$ cat src/irqp_pkg.sv
package irqp_pkg;

  // bus geometry
  localparam int ADR_W = 10;
  localparam int DAT_W = 32;
  localparam int REG_W = 8;

  // register indices; byte address is four times the index
  localparam logic [7:0] IE0_IDX   = 8'ha8;
  localparam logic [7:0] IPL0_IDX  = 8'ha9;
  localparam logic [7:0] IPH0_IDX  = 8'haa;
  localparam logic [7:0] IE1_IDX   = 8'hb8;
  localparam logic [7:0] IPL1_IDX  = 8'hb9;
  localparam logic [7:0] IPH1_IDX  = 8'hba;
  localparam logic [7:0] FLAG_IDX  = 8'hc0;

  // reset values
  localparam logic [7:0] EN_RST    = 8'h00;
  localparam logic [7:0] PRIO_RST  = 8'h00;
  localparam logic [7:0] FLAG_RST  = 8'h00;

  // field positions
  localparam int GEN_EN_BIT   = 7;      // global_irq_enable in enable 0
  localparam int T2R_EN_BIT   = 7;      // timer2_reload_irq_enable in enable 1
  localparam int T2_EN_BIT    = 5;      // timer2_irq_enable in enable 0
  localparam int FLG_T2R      = 7;      // timer2_reload_flag
  localparam int FLG_TF2      = 6;      // timer2_overflow_flag
  localparam int FLG_CONV     = 5;      // converter_flag
  localparam int FLG_KEY      = 4;      // keypad_flag
  localparam int FLG_T2CC     = 3;      // timer2_capcomp_flag
  localparam int FLG_CMP      = 2;      // comparator_flag
  localparam logic [7:0] FLAG_MASK = 8'hfc;  // low two bits read zero

  // sources in fixed arbitration order, index 0 ranks first
  localparam int NUM_SRC = 16;
  localparam int SRC_W   = 4;
  localparam int LVL_W   = 2;
  localparam logic [3:0] SRC_EXT0  = 4'h0;
  localparam logic [3:0] SRC_TMR0  = 4'h1;
  localparam logic [3:0] SRC_EXT1  = 4'h2;
  localparam logic [3:0] SRC_TMR1  = 4'h3;
  localparam logic [3:0] SRC_SER0  = 4'h4;
  localparam logic [3:0] SRC_TMR2  = 4'h5;
  localparam logic [3:0] SRC_I2C   = 4'h6;
  localparam logic [3:0] SRC_KEY   = 4'h7;
  localparam logic [3:0] SRC_SPI   = 4'h8;
  localparam logic [3:0] SRC_CONV  = 4'h9;
  localparam logic [3:0] SRC_T2CC  = 4'ha;
  localparam logic [3:0] SRC_EE    = 4'hb;
  localparam logic [3:0] SRC_CMP   = 4'hc;
  localparam logic [3:0] SRC_LPD   = 4'hd;
  localparam logic [3:0] SRC_SER1  = 4'he;
  localparam logic [3:0] SRC_WDT   = 4'hf;

  // pipeline stages on this side before the core sees irq_o
  localparam int RESP_MIN_CYC = 4;
  localparam int POLL_CYC     = 2;

  // request handshake towards the core
  typedef enum logic [1:0] {
    ST_IDLE = 2'b00,
    ST_REQ  = 2'b01,
    ST_DONE = 2'b11
  } irqp_state_t;

  // word address hits a register index
  function automatic logic irqp_hit(input logic [ADR_W-1:0] adr, input logic [7:0] idx);
    irqp_hit = (adr[ADR_W-1:2] == idx);
  endfunction : irqp_hit

endpackage : irqp_pkg

$ cat src/irqp_ctrl.sv
`timescale 1ns/10ps
// enable, flag and priority registers with request sequencing to the core
module irqp_ctrl
  import irqp_pkg::*;
(
  // clock and reset
  input  wire logic                clk_i,
  input  wire logic                rst_i,
  // wishbone slave
  input  wire logic                wb_cyc_i,
  input  wire logic                wb_stb_i,
  input  wire logic                wb_we_i,
  input  wire logic [ADR_W-1:0]    wb_adr_i,
  input  wire logic [3:0]          wb_sel_i,
  input  wire logic [DAT_W-1:0]    wb_dat_i,
  output logic      [DAT_W-1:0]    wb_dat_o,
  output logic                     wb_ack_o,
  // peripheral request levels, bit per source index
  input  wire logic [NUM_SRC-1:0]  periph_req_i,
  // set strobes for flags held here
  input  wire logic                t2_reload_set_i,
  input  wire logic                t2_ovf_set_i,
  input  wire logic                conv_set_i,
  input  wire logic                key_set_i,
  input  wire logic                key_cond_i,
  input  wire logic                t2cc_set_i,
  input  wire logic                cmp_set_i,
  // enables owned by other units
  input  wire logic                eeprom_irq_en_i,
  input  wire logic                wdt_irq_en_i,
  // core side
  input  wire logic                core_ack_i,
  input  wire logic                core_reti_i,
  output logic                     irq_o,
  output logic      [SRC_W-1:0]    irq_src_o,
  output logic      [LVL_W-1:0]    irq_lvl_o
);

  // registers
  logic [REG_W-1:0]   ie0_r;        // enable 0
  logic [REG_W-1:0]   ie1_r;        // enable 1
  logic [REG_W-1:0]   ipl0_r;       // priority low 0
  logic [REG_W-1:0]   iph0_r;       // priority high 0
  logic [REG_W-1:0]   ipl1_r;       // priority low 1
  logic [REG_W-1:0]   iph1_r;       // priority high 1
  logic [REG_W-1:0]   flag_r;       // request flags
  logic [REG_W-1:0]   rd_nxt;       // read mux
  logic               ack_r;        // bus answer
  logic [DAT_W-1:0]   rdat_r;       // read data holding
  logic               wr_go;        // write commit strobe
  // request path
  logic [NUM_SRC-1:0] req;          // raw source levels
  logic [NUM_SRC-1:0] en;           // per-source enables
  logic [NUM_SRC-1:0] hi;           // high priority bits
  logic [NUM_SRC-1:0] lo;           // low priority bits
  logic [NUM_SRC-1:0] pend;         // qualified requests
  logic [NUM_SRC-1:0] pend_r;       // polled copy
  logic               win_vld;
  logic [SRC_W-1:0]   win_src;
  logic [LVL_W-1:0]   win_lvl;
  logic               accept;       // winner may interrupt now
  irqp_state_t        state_r;
  logic               irq_r;
  logic [SRC_W-1:0]   src_r;
  logic [LVL_W-1:0]   lvl_r;
  logic [3:0]         act_r;        // in-service mask, bit per level
  logic               taken;        // core took the request
  logic [REG_W-1:0]   set_v;        // flag set strobes
  logic [REG_W-1:0]   hclr_v;       // flag hardware clears

  // highest level currently in service
  function automatic logic [LVL_W-1:0] top_lvl(input logic [3:0] act);
    top_lvl = '0;
    for (int l = 0; l < 4; l++) begin
      if (act[l]) begin
        top_lvl = LVL_W'(l);
      end
    end
  endfunction : top_lvl

  // ---------------- wishbone slave ----------------

  // commit writes on the edge where the master sees ack
  assign wr_go = wb_cyc_i && wb_stb_i && wb_we_i && ack_r && wb_sel_i[0];

  // one-cycle ack, dropped the cycle after; unmapped reads return zero
  always_ff @(posedge clk_i) begin
    if (rst_i) begin
      ack_r <= 1'b0;
    end else begin
      ack_r <= wb_cyc_i && wb_stb_i && !ack_r;
    end
  end

  // read mux; reserved flag bits read zero
  always_comb begin
    rd_nxt = '0;
    if (irqp_hit(wb_adr_i, IE0_IDX)) begin
      rd_nxt = ie0_r;
    end else if (irqp_hit(wb_adr_i, IE1_IDX)) begin
      rd_nxt = ie1_r;
    end else if (irqp_hit(wb_adr_i, IPL0_IDX)) begin
      rd_nxt = ipl0_r;
    end else if (irqp_hit(wb_adr_i, IPH0_IDX)) begin
      rd_nxt = iph0_r;
    end else if (irqp_hit(wb_adr_i, IPL1_IDX)) begin
      rd_nxt = ipl1_r;
    end else if (irqp_hit(wb_adr_i, IPH1_IDX)) begin
      rd_nxt = iph1_r;
    end else if (irqp_hit(wb_adr_i, FLAG_IDX)) begin
      rd_nxt = flag_r & FLAG_MASK;
    end
  end

  // capture read data with the ack
  always_ff @(posedge clk_i) begin
    if (rst_i) begin
      rdat_r <= '0;
    end else if (wb_cyc_i && wb_stb_i && !ack_r) begin
      rdat_r <= {{(DAT_W-REG_W){1'b0}}, rd_nxt};
    end
  end

  // enable and priority registers, plain read/write
  always_ff @(posedge clk_i) begin
    if (rst_i) begin
      ie0_r  <= EN_RST;
      ie1_r  <= EN_RST;
      ipl0_r <= PRIO_RST;
      iph0_r <= PRIO_RST;
      ipl1_r <= PRIO_RST;
      iph1_r <= PRIO_RST;
    end else if (wr_go) begin
      if (irqp_hit(wb_adr_i, IE0_IDX))  ie0_r  <= wb_dat_i[REG_W-1:0];
      if (irqp_hit(wb_adr_i, IE1_IDX))  ie1_r  <= wb_dat_i[REG_W-1:0];
      if (irqp_hit(wb_adr_i, IPL0_IDX)) ipl0_r <= wb_dat_i[REG_W-1:0];
      if (irqp_hit(wb_adr_i, IPH0_IDX)) iph0_r <= wb_dat_i[REG_W-1:0];
      if (irqp_hit(wb_adr_i, IPL1_IDX)) ipl1_r <= wb_dat_i[REG_W-1:0];
      if (irqp_hit(wb_adr_i, IPH1_IDX)) iph1_r <= wb_dat_i[REG_W-1:0];
    end
  end

  // ---------------- request flags ----------------

  // set strobes per flag position
  always_comb begin
    set_v           = '0;
    set_v[FLG_T2R]  = t2_reload_set_i;
    set_v[FLG_TF2]  = t2_ovf_set_i;
    set_v[FLG_CONV] = conv_set_i;
    set_v[FLG_KEY]  = key_set_i;
    set_v[FLG_T2CC] = t2cc_set_i;
    set_v[FLG_CMP]  = cmp_set_i;
  end

  // hardware clears; timer2 flags have none
  always_comb begin
    hclr_v           = '0;
    hclr_v[FLG_CONV] = taken && (src_r == SRC_CONV);
    hclr_v[FLG_T2CC] = taken && (src_r == SRC_T2CC);
    hclr_v[FLG_CMP]  = taken && (src_r == SRC_CMP);
    hclr_v[FLG_KEY]  = !key_cond_i;
  end

  // a set in the clearing cycle wins over software and hardware clears
  always_ff @(posedge clk_i) begin
    if (rst_i) begin
      flag_r <= FLAG_RST;
    end else if (wr_go && irqp_hit(wb_adr_i, FLAG_IDX)) begin
      flag_r <= (set_v | wb_dat_i[REG_W-1:0]) & FLAG_MASK;
    end else begin
      flag_r <= (set_v | (flag_r & ~hclr_v)) & FLAG_MASK;
    end
  end

  // ---------------- qualification and arbitration ----------------

  // source map: levels from peripherals, flags held locally
  always_comb begin
    req           = periph_req_i;
    req[SRC_TMR2] = (flag_r[FLG_TF2] && ie0_r[T2_EN_BIT]) ||
                    (flag_r[FLG_T2R] && ie1_r[T2R_EN_BIT]);
    req[SRC_KEY]  = flag_r[FLG_KEY];
    req[SRC_CONV] = flag_r[FLG_CONV];
    req[SRC_T2CC] = flag_r[FLG_T2CC];
    req[SRC_CMP]  = flag_r[FLG_CMP];
  end

  // per-source enable and priority bit gathering, in rank order
  assign en = {wdt_irq_en_i, ie0_r[6], ie1_r[6], ie1_r[2], eeprom_irq_en_i,
               ie1_r[3], ie1_r[5], ie1_r[1], ie1_r[4], ie1_r[0],
               1'b1, ie0_r[4], ie0_r[3], ie0_r[2], ie0_r[1], ie0_r[0]};
  assign lo = {ipl1_r[7], ipl0_r[6], ipl1_r[6], ipl1_r[2], ipl0_r[7],
               ipl1_r[3], ipl1_r[5], ipl1_r[1], ipl1_r[4], ipl1_r[0],
               ipl0_r[5], ipl0_r[4], ipl0_r[3], ipl0_r[2], ipl0_r[1], ipl0_r[0]};
  assign hi = {iph1_r[7], iph0_r[6], iph1_r[6], iph1_r[2], iph0_r[7],
               iph1_r[3], iph1_r[5], iph1_r[1], iph1_r[4], iph1_r[0],
               iph0_r[5], iph0_r[4], iph0_r[3], iph0_r[2], iph0_r[1], iph0_r[0]};

  // timer2 has two enables, folded into its request above
  assign pend = req & en & {NUM_SRC{ie0_r[GEN_EN_BIT]}};

  // poll stage: flags are looked at one cycle after they settle
  always_ff @(posedge clk_i) begin
    if (rst_i) begin
      pend_r <= '0;
    end else begin
      pend_r <= pend;
    end
  end

  irqp_arbiter #(
    .N          (NUM_SRC)
  ) u_arb (
    .pend_i     (pend_r),
    .hi_i       (hi),
    .lo_i       (lo),
    .win_vld_o  (win_vld),
    .win_src_o  (win_src),
    .win_lvl_o  (win_lvl)
  );

  // strictly higher than anything in service
  assign accept = win_vld && (act_r == 4'h0 || win_lvl > top_lvl(act_r));
  assign taken  = (state_r == ST_REQ) && core_ack_i;

  // ---------------- core handshake ----------------

  // request sequencer; the done cycle lets acked flags clear first
  always_ff @(posedge clk_i) begin
    if (rst_i) begin
      state_r <= ST_IDLE;
      irq_r   <= 1'b0;
      src_r   <= '0;
      lvl_r   <= '0;
    end else begin
      case (state_r)
        ST_IDLE: begin
          if (accept) begin
            state_r <= ST_REQ;
            irq_r   <= 1'b1;
            src_r   <= win_src;
            lvl_r   <= win_lvl;
          end
        end
        ST_REQ: begin
          if (core_ack_i) begin
            state_r <= ST_DONE;
            irq_r   <= 1'b0;
          end else if (!accept) begin
            // request withdrawn or disabled before the core took it
            state_r <= ST_IDLE;
            irq_r   <= 1'b0;
          end else begin
            src_r   <= win_src;
            lvl_r   <= win_lvl;
          end
        end
        ST_DONE: begin
          state_r <= ST_IDLE;
        end
        default: begin
          state_r <= ST_IDLE;
          irq_r   <= 1'b0;
        end
      endcase
    end
  end

  // in-service levels; return clears the highest one
  always_ff @(posedge clk_i) begin
    if (rst_i) begin
      act_r <= 4'h0;
    end else begin
      if (core_reti_i && act_r != 4'h0) begin
        act_r[top_lvl(act_r)] <= 1'b0;
      end
      if (taken) begin
        act_r[lvl_r] <= 1'b1;
      end
    end
  end

  // outputs straight from flops
  assign wb_ack_o  = ack_r;
  assign wb_dat_o  = rdat_r;
  assign irq_o     = irq_r;
  assign irq_src_o = src_r;
  assign irq_lvl_o = lvl_r;
endmodule : irqp_ctrl

$ cat src/irqp_arbiter.sv
`timescale 1ns/10ps
// picks the highest level pending source; equal levels go to lowest index
module irqp_arbiter
  import irqp_pkg::*;
#(
  parameter int N = NUM_SRC
) (
  // pending sources and their priority bits
  input  wire logic [N-1:0]     pend_i,
  input  wire logic [N-1:0]     hi_i,
  input  wire logic [N-1:0]     lo_i,
  // winner
  output logic                  win_vld_o,
  output logic [SRC_W-1:0]      win_src_o,
  output logic [LVL_W-1:0]      win_lvl_o
);

  // index width is fixed by the core's source numbering
  if (N != NUM_SRC) begin : g_chk
    $error("irqp_arbiter: N must equal NUM_SRC");
  end

  // scan from lowest rank upward so a better-ranked tie overwrites
  always_comb begin
    win_vld_o = 1'b0;
    win_src_o = '0;
    win_lvl_o = '0;
    for (int s = N - 1; s >= 0; s--) begin
      if (pend_i[s] && (!win_vld_o || {hi_i[s], lo_i[s]} >= win_lvl_o)) begin
        win_vld_o = 1'b1;
        win_src_o = SRC_W'(s);
        win_lvl_o = {hi_i[s], lo_i[s]};
      end
    end
  end

endmodule : irqp_arbiter

$ cat config.mk
export PLATFORM = sky130hd
export DESIGN_NAME = irqp_ctrl
export DESIGN_NICKNAME = d
export VERILOG_FILES = /design/src/irqp_pkg.sv /design/src/irqp_ctrl.sv /design/src/irqp_arbiter.sv
export SDC_FILE = /design/constraint.sdc
export NUM_CORES = 1
export LEC_CHECK = 0
export BUFFER_PORTS_ARGS = -buffer_cell sky130_fd_sc_hd__buf_2
export CORE_MARGIN = 4
export CORE_UTILIZATION = 48
export CTS_CLUSTER_SIZE = 25
export DETAILED_ROUTE_END_ITERATION = 12
export PLACE_DENSITY_LB_ADDON = 0.1
export REMOVE_ABC_BUFFERS = 1
export SLEW_MARGIN = 20
export SYNTH_ARGS = -nofsm -noshare
export SYNTH_HDL_FRONTEND = slang
export SYNTH_HIERARCHICAL = 1
export SYNTH_SLANG_ARGS = --single-unit
$ cat constraint.sdc
create_clock -name clk_i -period 22.8 [get_ports clk_i]
set_clock_uncertainty 0.15 [all_clocks]
set_input_delay 6.84 -clock clk_i [delete_from_list [all_inputs] [get_ports clk_i]]
set_output_delay 6.84 -clock clk_i [all_outputs]
set_load 0.02 [all_outputs]
Yosys cells after proc, flatten, opt, wreduce, memory -nomap -nowiden
Index checks and enable logic that the tools add are counted.
{ "word_totals": {"ff_bits": 94, "n_memories": 0, "mem_bits_rw": 0, "mem_bits_ro": 0, "wordCells": 220, "inputBits": 78, "latchBits": 0} }
{ "op_classes": {"reduce_logical": 78, "mul": 0, "n_eq_ne": 15, "n_lt_le_gt_ge": 20, "add_sub_neg": 0, "mux": 82, "shift": 0, "n_div": 0, "n_bitwise": 10} }
{ "op_table": {"columns": ["cell", "count"], "rows": [
  ["2-to-1 mux 4 bit", 21],
  ["2-to-1 mux 8 bit", 8],
  ["equality test 8 bit (second input constant)", 7],
  ["2-to-1 mux 2 bit", 25],
  ["AND 16 bit", 2],
  ["logical AND 1 bit", 31],
  ["greater-or-equal comparator 2 bit", 15],
  ["2-to-1 mux 1 bit", 22],
  ["logical NOT 1 bit", 17],
  ["logical OR 1 bit", 17],
  ["bitwise OR 8 bit", 2],
  ["AND reduction 2 bit", 8],
  ["equality test 4 bit (second input constant)", 3],
  ["AND 8 bit", 1],
  ["NOT 6 -> 8 bit", 1],
  ["one-hot mux 2 bit (2 select lines)", 2],
  ["one-hot mux 4 bit (2 select lines)", 1],
  ["< comparator 2 x 3 -> 1 bit (second input constant)", 2],
  ["AND 4 bit", 1],
  ["demux 1 bit (select 2 bit)", 2],
  ["greater-or-equal comparator 2 x 1 -> 1 bit (second input constant)", 2],
  ["logical NOT 4 bit", 1],
  ["!= test 2 bit (second input constant)", 2],
  ["NOT 4 bit", 1],
  ["11 further kinds", 11]
]} }

Depth between registers and ports, before layout
{ "depth": {"word_depth": 67, "mapped_depth": 108, "depth_no_buf": 108} }

Modules after synthesis
Netlist, hierarchy kept.
{ "modules_own_cells": {"columns": ["mod", "cells_per_inst", "instances", "seq_area_each_um2", "area_each_um2"], "rows": [
  ["irqp_ctrl", 464, 1, 1841.8, 4135.2],
  ["irqp_arbiter", 243, 1, 0.0, 1637.8]
]} }

Worst setup path before layout
No wires, ideal clock.
{ "synth_timing": {"path_type": "reg2reg", "from": "reg pend_r[15]", "to": "reg src_r[0], in the netlist irq_src_o[0]", "setup_ns": 0.128, "path_stages_with_launch": 105, "period_less_slack_ns": 17.953, "path_buffers": 0, "setup_slack_ns": 4.847, "arrival_time_ns": 17.675, "path_cell_list": "dfxtp_1 > and2_1 > ha_1 > nor2b_1 > o22ai_1 > a21o_1 > ha_1 > nand2b_1 > a211o_1 > a221o_1 > and2_1 > ha_1 > nand2b_1 > a221oi_2 > o22ai_1 > o221a_2 > inv_1 > ha_1 > [69 not listed] > o22ai_2 > ha_1 > nand2b_1 > a21oi_1 > o21ai_0 > nand2_1 > mux2_2 > ha_1 > nand2b_1 > a21o_1 > o21ai_0 > mux2i_1 > ha_1 > nor2b_1 > a2bb2oi_1 > o211ai_1 > mux2i_1 > nor2_1"} }
{ "synth_between": {"elab_chain_len": 67} }
{ "synth_lines": {"columns": ["item", "line", "source"], "rows": [
  ["start: declaration", "irqp_ctrl.sv:57", "logic [NUM_SRC-1:0] pend_r;"],
  ["start signal: assignment", "irqp_ctrl.sv:208", "pend_r <= pend;"],
  ["2-to-1 mux 2 bit or 2-to-1 mux 1 bit (tied branches)", "irqp_arbiter.sv:29", "if (pend_i[s] && (!win_vld_o || {hi_i[s], lo_i[s]} >= win_lvl_o)) begin"],
  ["greater-or-equal comparator 2 bit or logical NOT 1 bit (tied branches)", "irqp_arbiter.sv:29", null],
  ["logical OR 1 bit", "irqp_arbiter.sv:29", null],
  ["logical AND 1 bit", "irqp_arbiter.sv:29", null],
  ["2-to-1 mux 2 bit or 2-to-1 mux 1 bit (tied branches)", "irqp_arbiter.sv:29", null],
  ["greater-or-equal comparator 2 bit or logical NOT 1 bit (tied branches)", "irqp_arbiter.sv:29", null],
  ["logical OR 1 bit", "irqp_arbiter.sv:29", null],
  ["logical AND 1 bit", "irqp_arbiter.sv:29", null],
  ["[52 not listed]", null, null],
  ["2-to-1 mux 2 bit (*)", "irqp_arbiter.sv:29", null],
  ["named net win_lvl[1]", "irqp_ctrl.sv:60", "logic [LVL_W-1:0] win_lvl;"],
  ["greater-than comparator 2 bit (*)", "irqp_ctrl.sv:224", "assign accept = win_vld && (act_r == 4'h0 || win_lvl > top_lvl(act_r));"],
  ["logical OR 1 bit (*)", "irqp_ctrl.sv:224", null],
  ["logical AND 1 bit (*)", "irqp_ctrl.sv:224", null],
  ["2-to-1 mux 4 bit (*)", "irqp_ctrl.sv:239, irqp_ctrl.sv:250", null],
  ["2-to-1 mux 4 bit", "irqp_ctrl.sv:247", "if (core_ack_i) begin"],
  ["one-hot mux 4 bit (2 select lines) (*)", "irqp_ctrl.sv:237", "case (state_r)"],
  ["end signal: assignment", "irqp_ctrl.sv:242", "src_r <= win_src;"],
  ["end signal: assignment", "irqp_ctrl.sv:255", "src_r <= win_src;"],
  ["end: declaration", "irqp_ctrl.sv:64", "logic [SRC_W-1:0] src_r;"]
]} }
Mark *: on every way through the listed nets, which the timed path passes. The rest lies on a longest branch. The select of a mux whose other input is x is not followed.
A chain may end at the register's enable or synchronous reset.

Final worst setup path
{ "layout_timing": {"from": "reg pend_r[15]", "to": "reg src_r[1], in the netlist irq_src_o[1]"} }
The elaborated chain is that of the path after synthesis.

==> impl_metrics.env <==
export IMPL_status="complete, no violations"
export IMPL_synth_largest_area_cell="dfxtp_1"
export IMPL_route_met3_wl_microns=1130
export IMPL_synth_avg_cell_area_sq_um=8.17
export IMPL_ys_ff_latch=92
export IMPL_period_minus_slack_ns=20.87
export IMPL_path_class="register to register"
export IMPL_htree_levels=3
export IMPL_cp_buffers_inverters=5
export IMPL_grt_usage=0.234
export IMPL_cts_sinks=92
export IMPL_totalWireLength_microns=16400
export IMPL_die_y_microns=118
export IMPL_synthFlopType="dfxtp_1"
export IMPL_drtAntennaViolNets=0
export IMPL_fillCellCount=1084
export IMPL_critPathMaxFanout=9
export IMPL_numCtsBuffers=9
export IMPL_dpl_hpwl_microns=12400
export IMPL_clkTransAtPathRegs_ns=0.06
export IMPL_leakagePower_nw=2.85
export IMPL_ios=118
export IMPL_cp_data_required_time_ns=22.85
export IMPL_start_util=0.497
export IMPL_yosysMostFrequentCell="dfxtp_1"
export IMPL_core_area_sq_mm=0.0116
export IMPL_hold_buffers=0
export IMPL_worstSetupStartpointType="register"
export IMPL_cp_common_cell="ha_1"
export IMPL_reg2reg_depth=105
export IMPL_rsz0062_at_grt="false"
export IMPL_rrSetupSlack_ns=1.93
export IMPL_num_rows=39
export IMPL_m1WireLength_microns=7840
export IMPL_finalSetupTns_ns=0
export IMPL_critPathArrivalTime_ns=20.91
export IMPL_synth_area_top_cells="dfxtp_1 32%, mux2i_1 7.3%, ha_1 5.4%, a21oi_1 4.6%, nand2_1 4.6%"
export IMPL_setup_viol=0
export IMPL_die_width_microns=118
export IMPL_post_cts_buffers=0
export IMPL_clock_latency_ns=0.34
export IMPL_syn2layout_area_growth_pct=11.6
export IMPL_cts_root_buffer="clkbuf_16"
export IMPL_diodes=0
export IMPL_place_congestion=0.913
export IMPL_slew_headroom=0.388
export IMPL_netlist_instances=707
export IMPL_async_reset_ff_frac=0
export IMPL_cts_tree="done"
export IMPL_timing_rr_start="pend_r[15]$_SDFF_PP0_"
export IMPL_ys_warn_count=6
export IMPL_yosys_top_cells_count="92 x dfxtp_1, 70 x nand2_1, 68 x nor2_1, 53 x a21oi_1, 43 x inv_1"
export IMPL_cpLargestDelayFamily="compound AO/OA/AOI/OAI gates"
export IMPL_viasPerCell=5.95
export IMPL_critPathCaptureType="register"
export IMPL_grt_max_degree=76
export IMPL_drive_gt1_frac=0.144
export IMPL_finalMaxSlewViolations=0
export IMPL_first_pass_iters=7
export IMPL_worst_slew_pin_slew_ns=0.916
export IMPL_fin_area_sq_mm=0.00644
export IMPL_rr_endpoint="irq_src_o[1]$_SDFFE_PP0P_"
export IMPL_synth_edff_count=0
export IMPL_grt_first_pass_wirelength_microns=26500
export IMPL_min_path_type="register to register"
export IMPL_crit_path_max_incr_delay_ns=0.69
export IMPL_ir_drop_uv=35.5
export IMPL_clock_fmax_ghz=0.0479
export IMPL_globalRoute_totalOverflow=0
export IMPL_nets=862
export IMPL_hold_end="wb_dat_o[1]$_SDFFE_PP0P_"
export IMPL_clockBufferDepth=2
export IMPL_wl_met2_microns=7150
export IMPL_yosysSeqAreaShare=0.319
export IMPL_routed_top_layer="met4"
export IMPL_place_area_sq_mm=0.00611
export IMPL_antenna_found_initial=0
export IMPL_cts_repair_resize_count=0
export IMPL_maxCapViolations=0
export IMPL_synth_top_area_frac=0.319
export IMPL_drc=0
export IMPL_critPathSlowestCell="o211ai_1"
export IMPL_min_path_cells=2
export IMPL_netlist_area_sq_mm=0.00577
export IMPL_grt_pass1_vias=5159
export IMPL_vias=5401
export IMPL_numPortBuffers=59
export IMPL_netlist_cell_type_count=84
export IMPL_routedWlPerCell_microns=18.1
export IMPL_power_density_mw_per_mm2=54.6
export IMPL_finalCritPeriodShare=0.915
export IMPL_initialDrtViolationCount=411
export IMPL_final_hold_viol_count=0
export IMPL_die_area_sq_mm=0.0138
export IMPL_hp_start="wb_dat_o[1]$_SDFFE_PP0P_"
==> area by class of cell <==
| class | instances | area (sq um) | share of cell area |
|---|---|---|---|
| multi-input combinational | 549 | 3590 | 0.558 |
| sequential | 92 | 1840 | 0.286 |
| timing repair buffer | 64 | 333 | 0.0517 |
| clock buffer | 12 | 236 | 0.0367 |
| tap | 143 | 179 | 0.0278 |
| inverter | 43 | 161 | 0.0251 |
| clock inverter | 4 | 97.6 | 0.0151 |
==> metal layers <==
layer	GRT usage	up-vias
met5	0	-
met4	0.0879	0
met3	0.0332	28
met2	0.354	239
met1	0.339	2509
li1	-	2625
==> metrics by stage <==
stage	hold slack, ns	worst slack, ns	util	cells	power [mW]
6_report	0.309	1.93	0.555	907	0.352
5_1_grt	0.357	0.365	0.555	907	0.362
3_5_place_dp	0.299	2.36	0.526	891	0.186
4_1_cts	0.308	2.23	0.555	907	0.353
3_3_place_gp	0.293	2.78	0.526	891	0.185
2_1_floorplan	0.289	4.86	-	684	0.175
==> kinds of logic after synthesis <==
group / synth area share
compound gates: 0.232
fa+ha+maj: 0.0542
buf+inv: 0.0746
flops: 0.319
mux: 0.0767
other cells: 0.000650
simple gates: 0.243
==> registers in the layout, indices dropped and copies added (netlist names) <==
name	flops
iph0_r	8
irq_lvl_o	2
irq_o	1
state_r	2
ie1_r	8
pend_r	16
act_r	4
ipl0_r	8
ipl1_r	8
wb_ack_o	1
iph1_r	8
flag_r	6
ie0_r	8
wb_dat_o	8
irq_src_o	4
==> power breakdown <==
part / switching [mW] / internal, mW
Sequential: 0.000632 / 0.162
Combinational: 0.0146 / 0.00584
Clock: 0.0619 / 0.107
Total: 0.0771 / 0.275
==> worst max path at each step <==
stage	start	slack [ns]	cells after the start	to
finish	pend_r[15]$_SDFF_PP0_	1.93	105	irq_src_o[1]$_SDFFE_PP0P_
global route	pend_r[15]$_SDFF_PP0_	0.36	103	irq_src_o[2]$_SDFFE_PP0P_
global placement	pend_r[15]$_SDFF_PP0_	2.78	101	irq_src_o[1]$_SDFFE_PP0P_
detailed placement	pend_r[15]$_SDFF_PP0_	2.36	103	irq_src_o[0]$_SDFFE_PP0P_
floorplan	pend_r[15]$_SDFF_PP0_	4.86	104	irq_lvl_o[0]$_SDFFE_PP0P_
CTS	pend_r[15]$_SDFF_PP0_	2.23	103	irq_src_o[0]$_SDFFE_PP0P_
==> worst reg2reg max path: cells and delay by family (launching register included) <==
family | cells | cell delay, ns
fa+ha+maj | 16 | 4.22
mux | 3 | 0.98
simple gates | 38 | 5.64
flops | 1 | 0.47
compound gates | 43 | 8.77
buf+inv | 5 | 0.52
==> layout by cell type, fill, tap and decap left out, types with 25 or more instances in the layout <==
cell / count
inv_1: 43
nor2_1: 68
dfxtp_1: 92
a21oi_1: 53
nand2_1: 70
nand2b_1: 27
buf_2: 59
mux2i_1: 42
ha_1: 25
o21ai_0: 31
(Power assumes the default switching activity.)
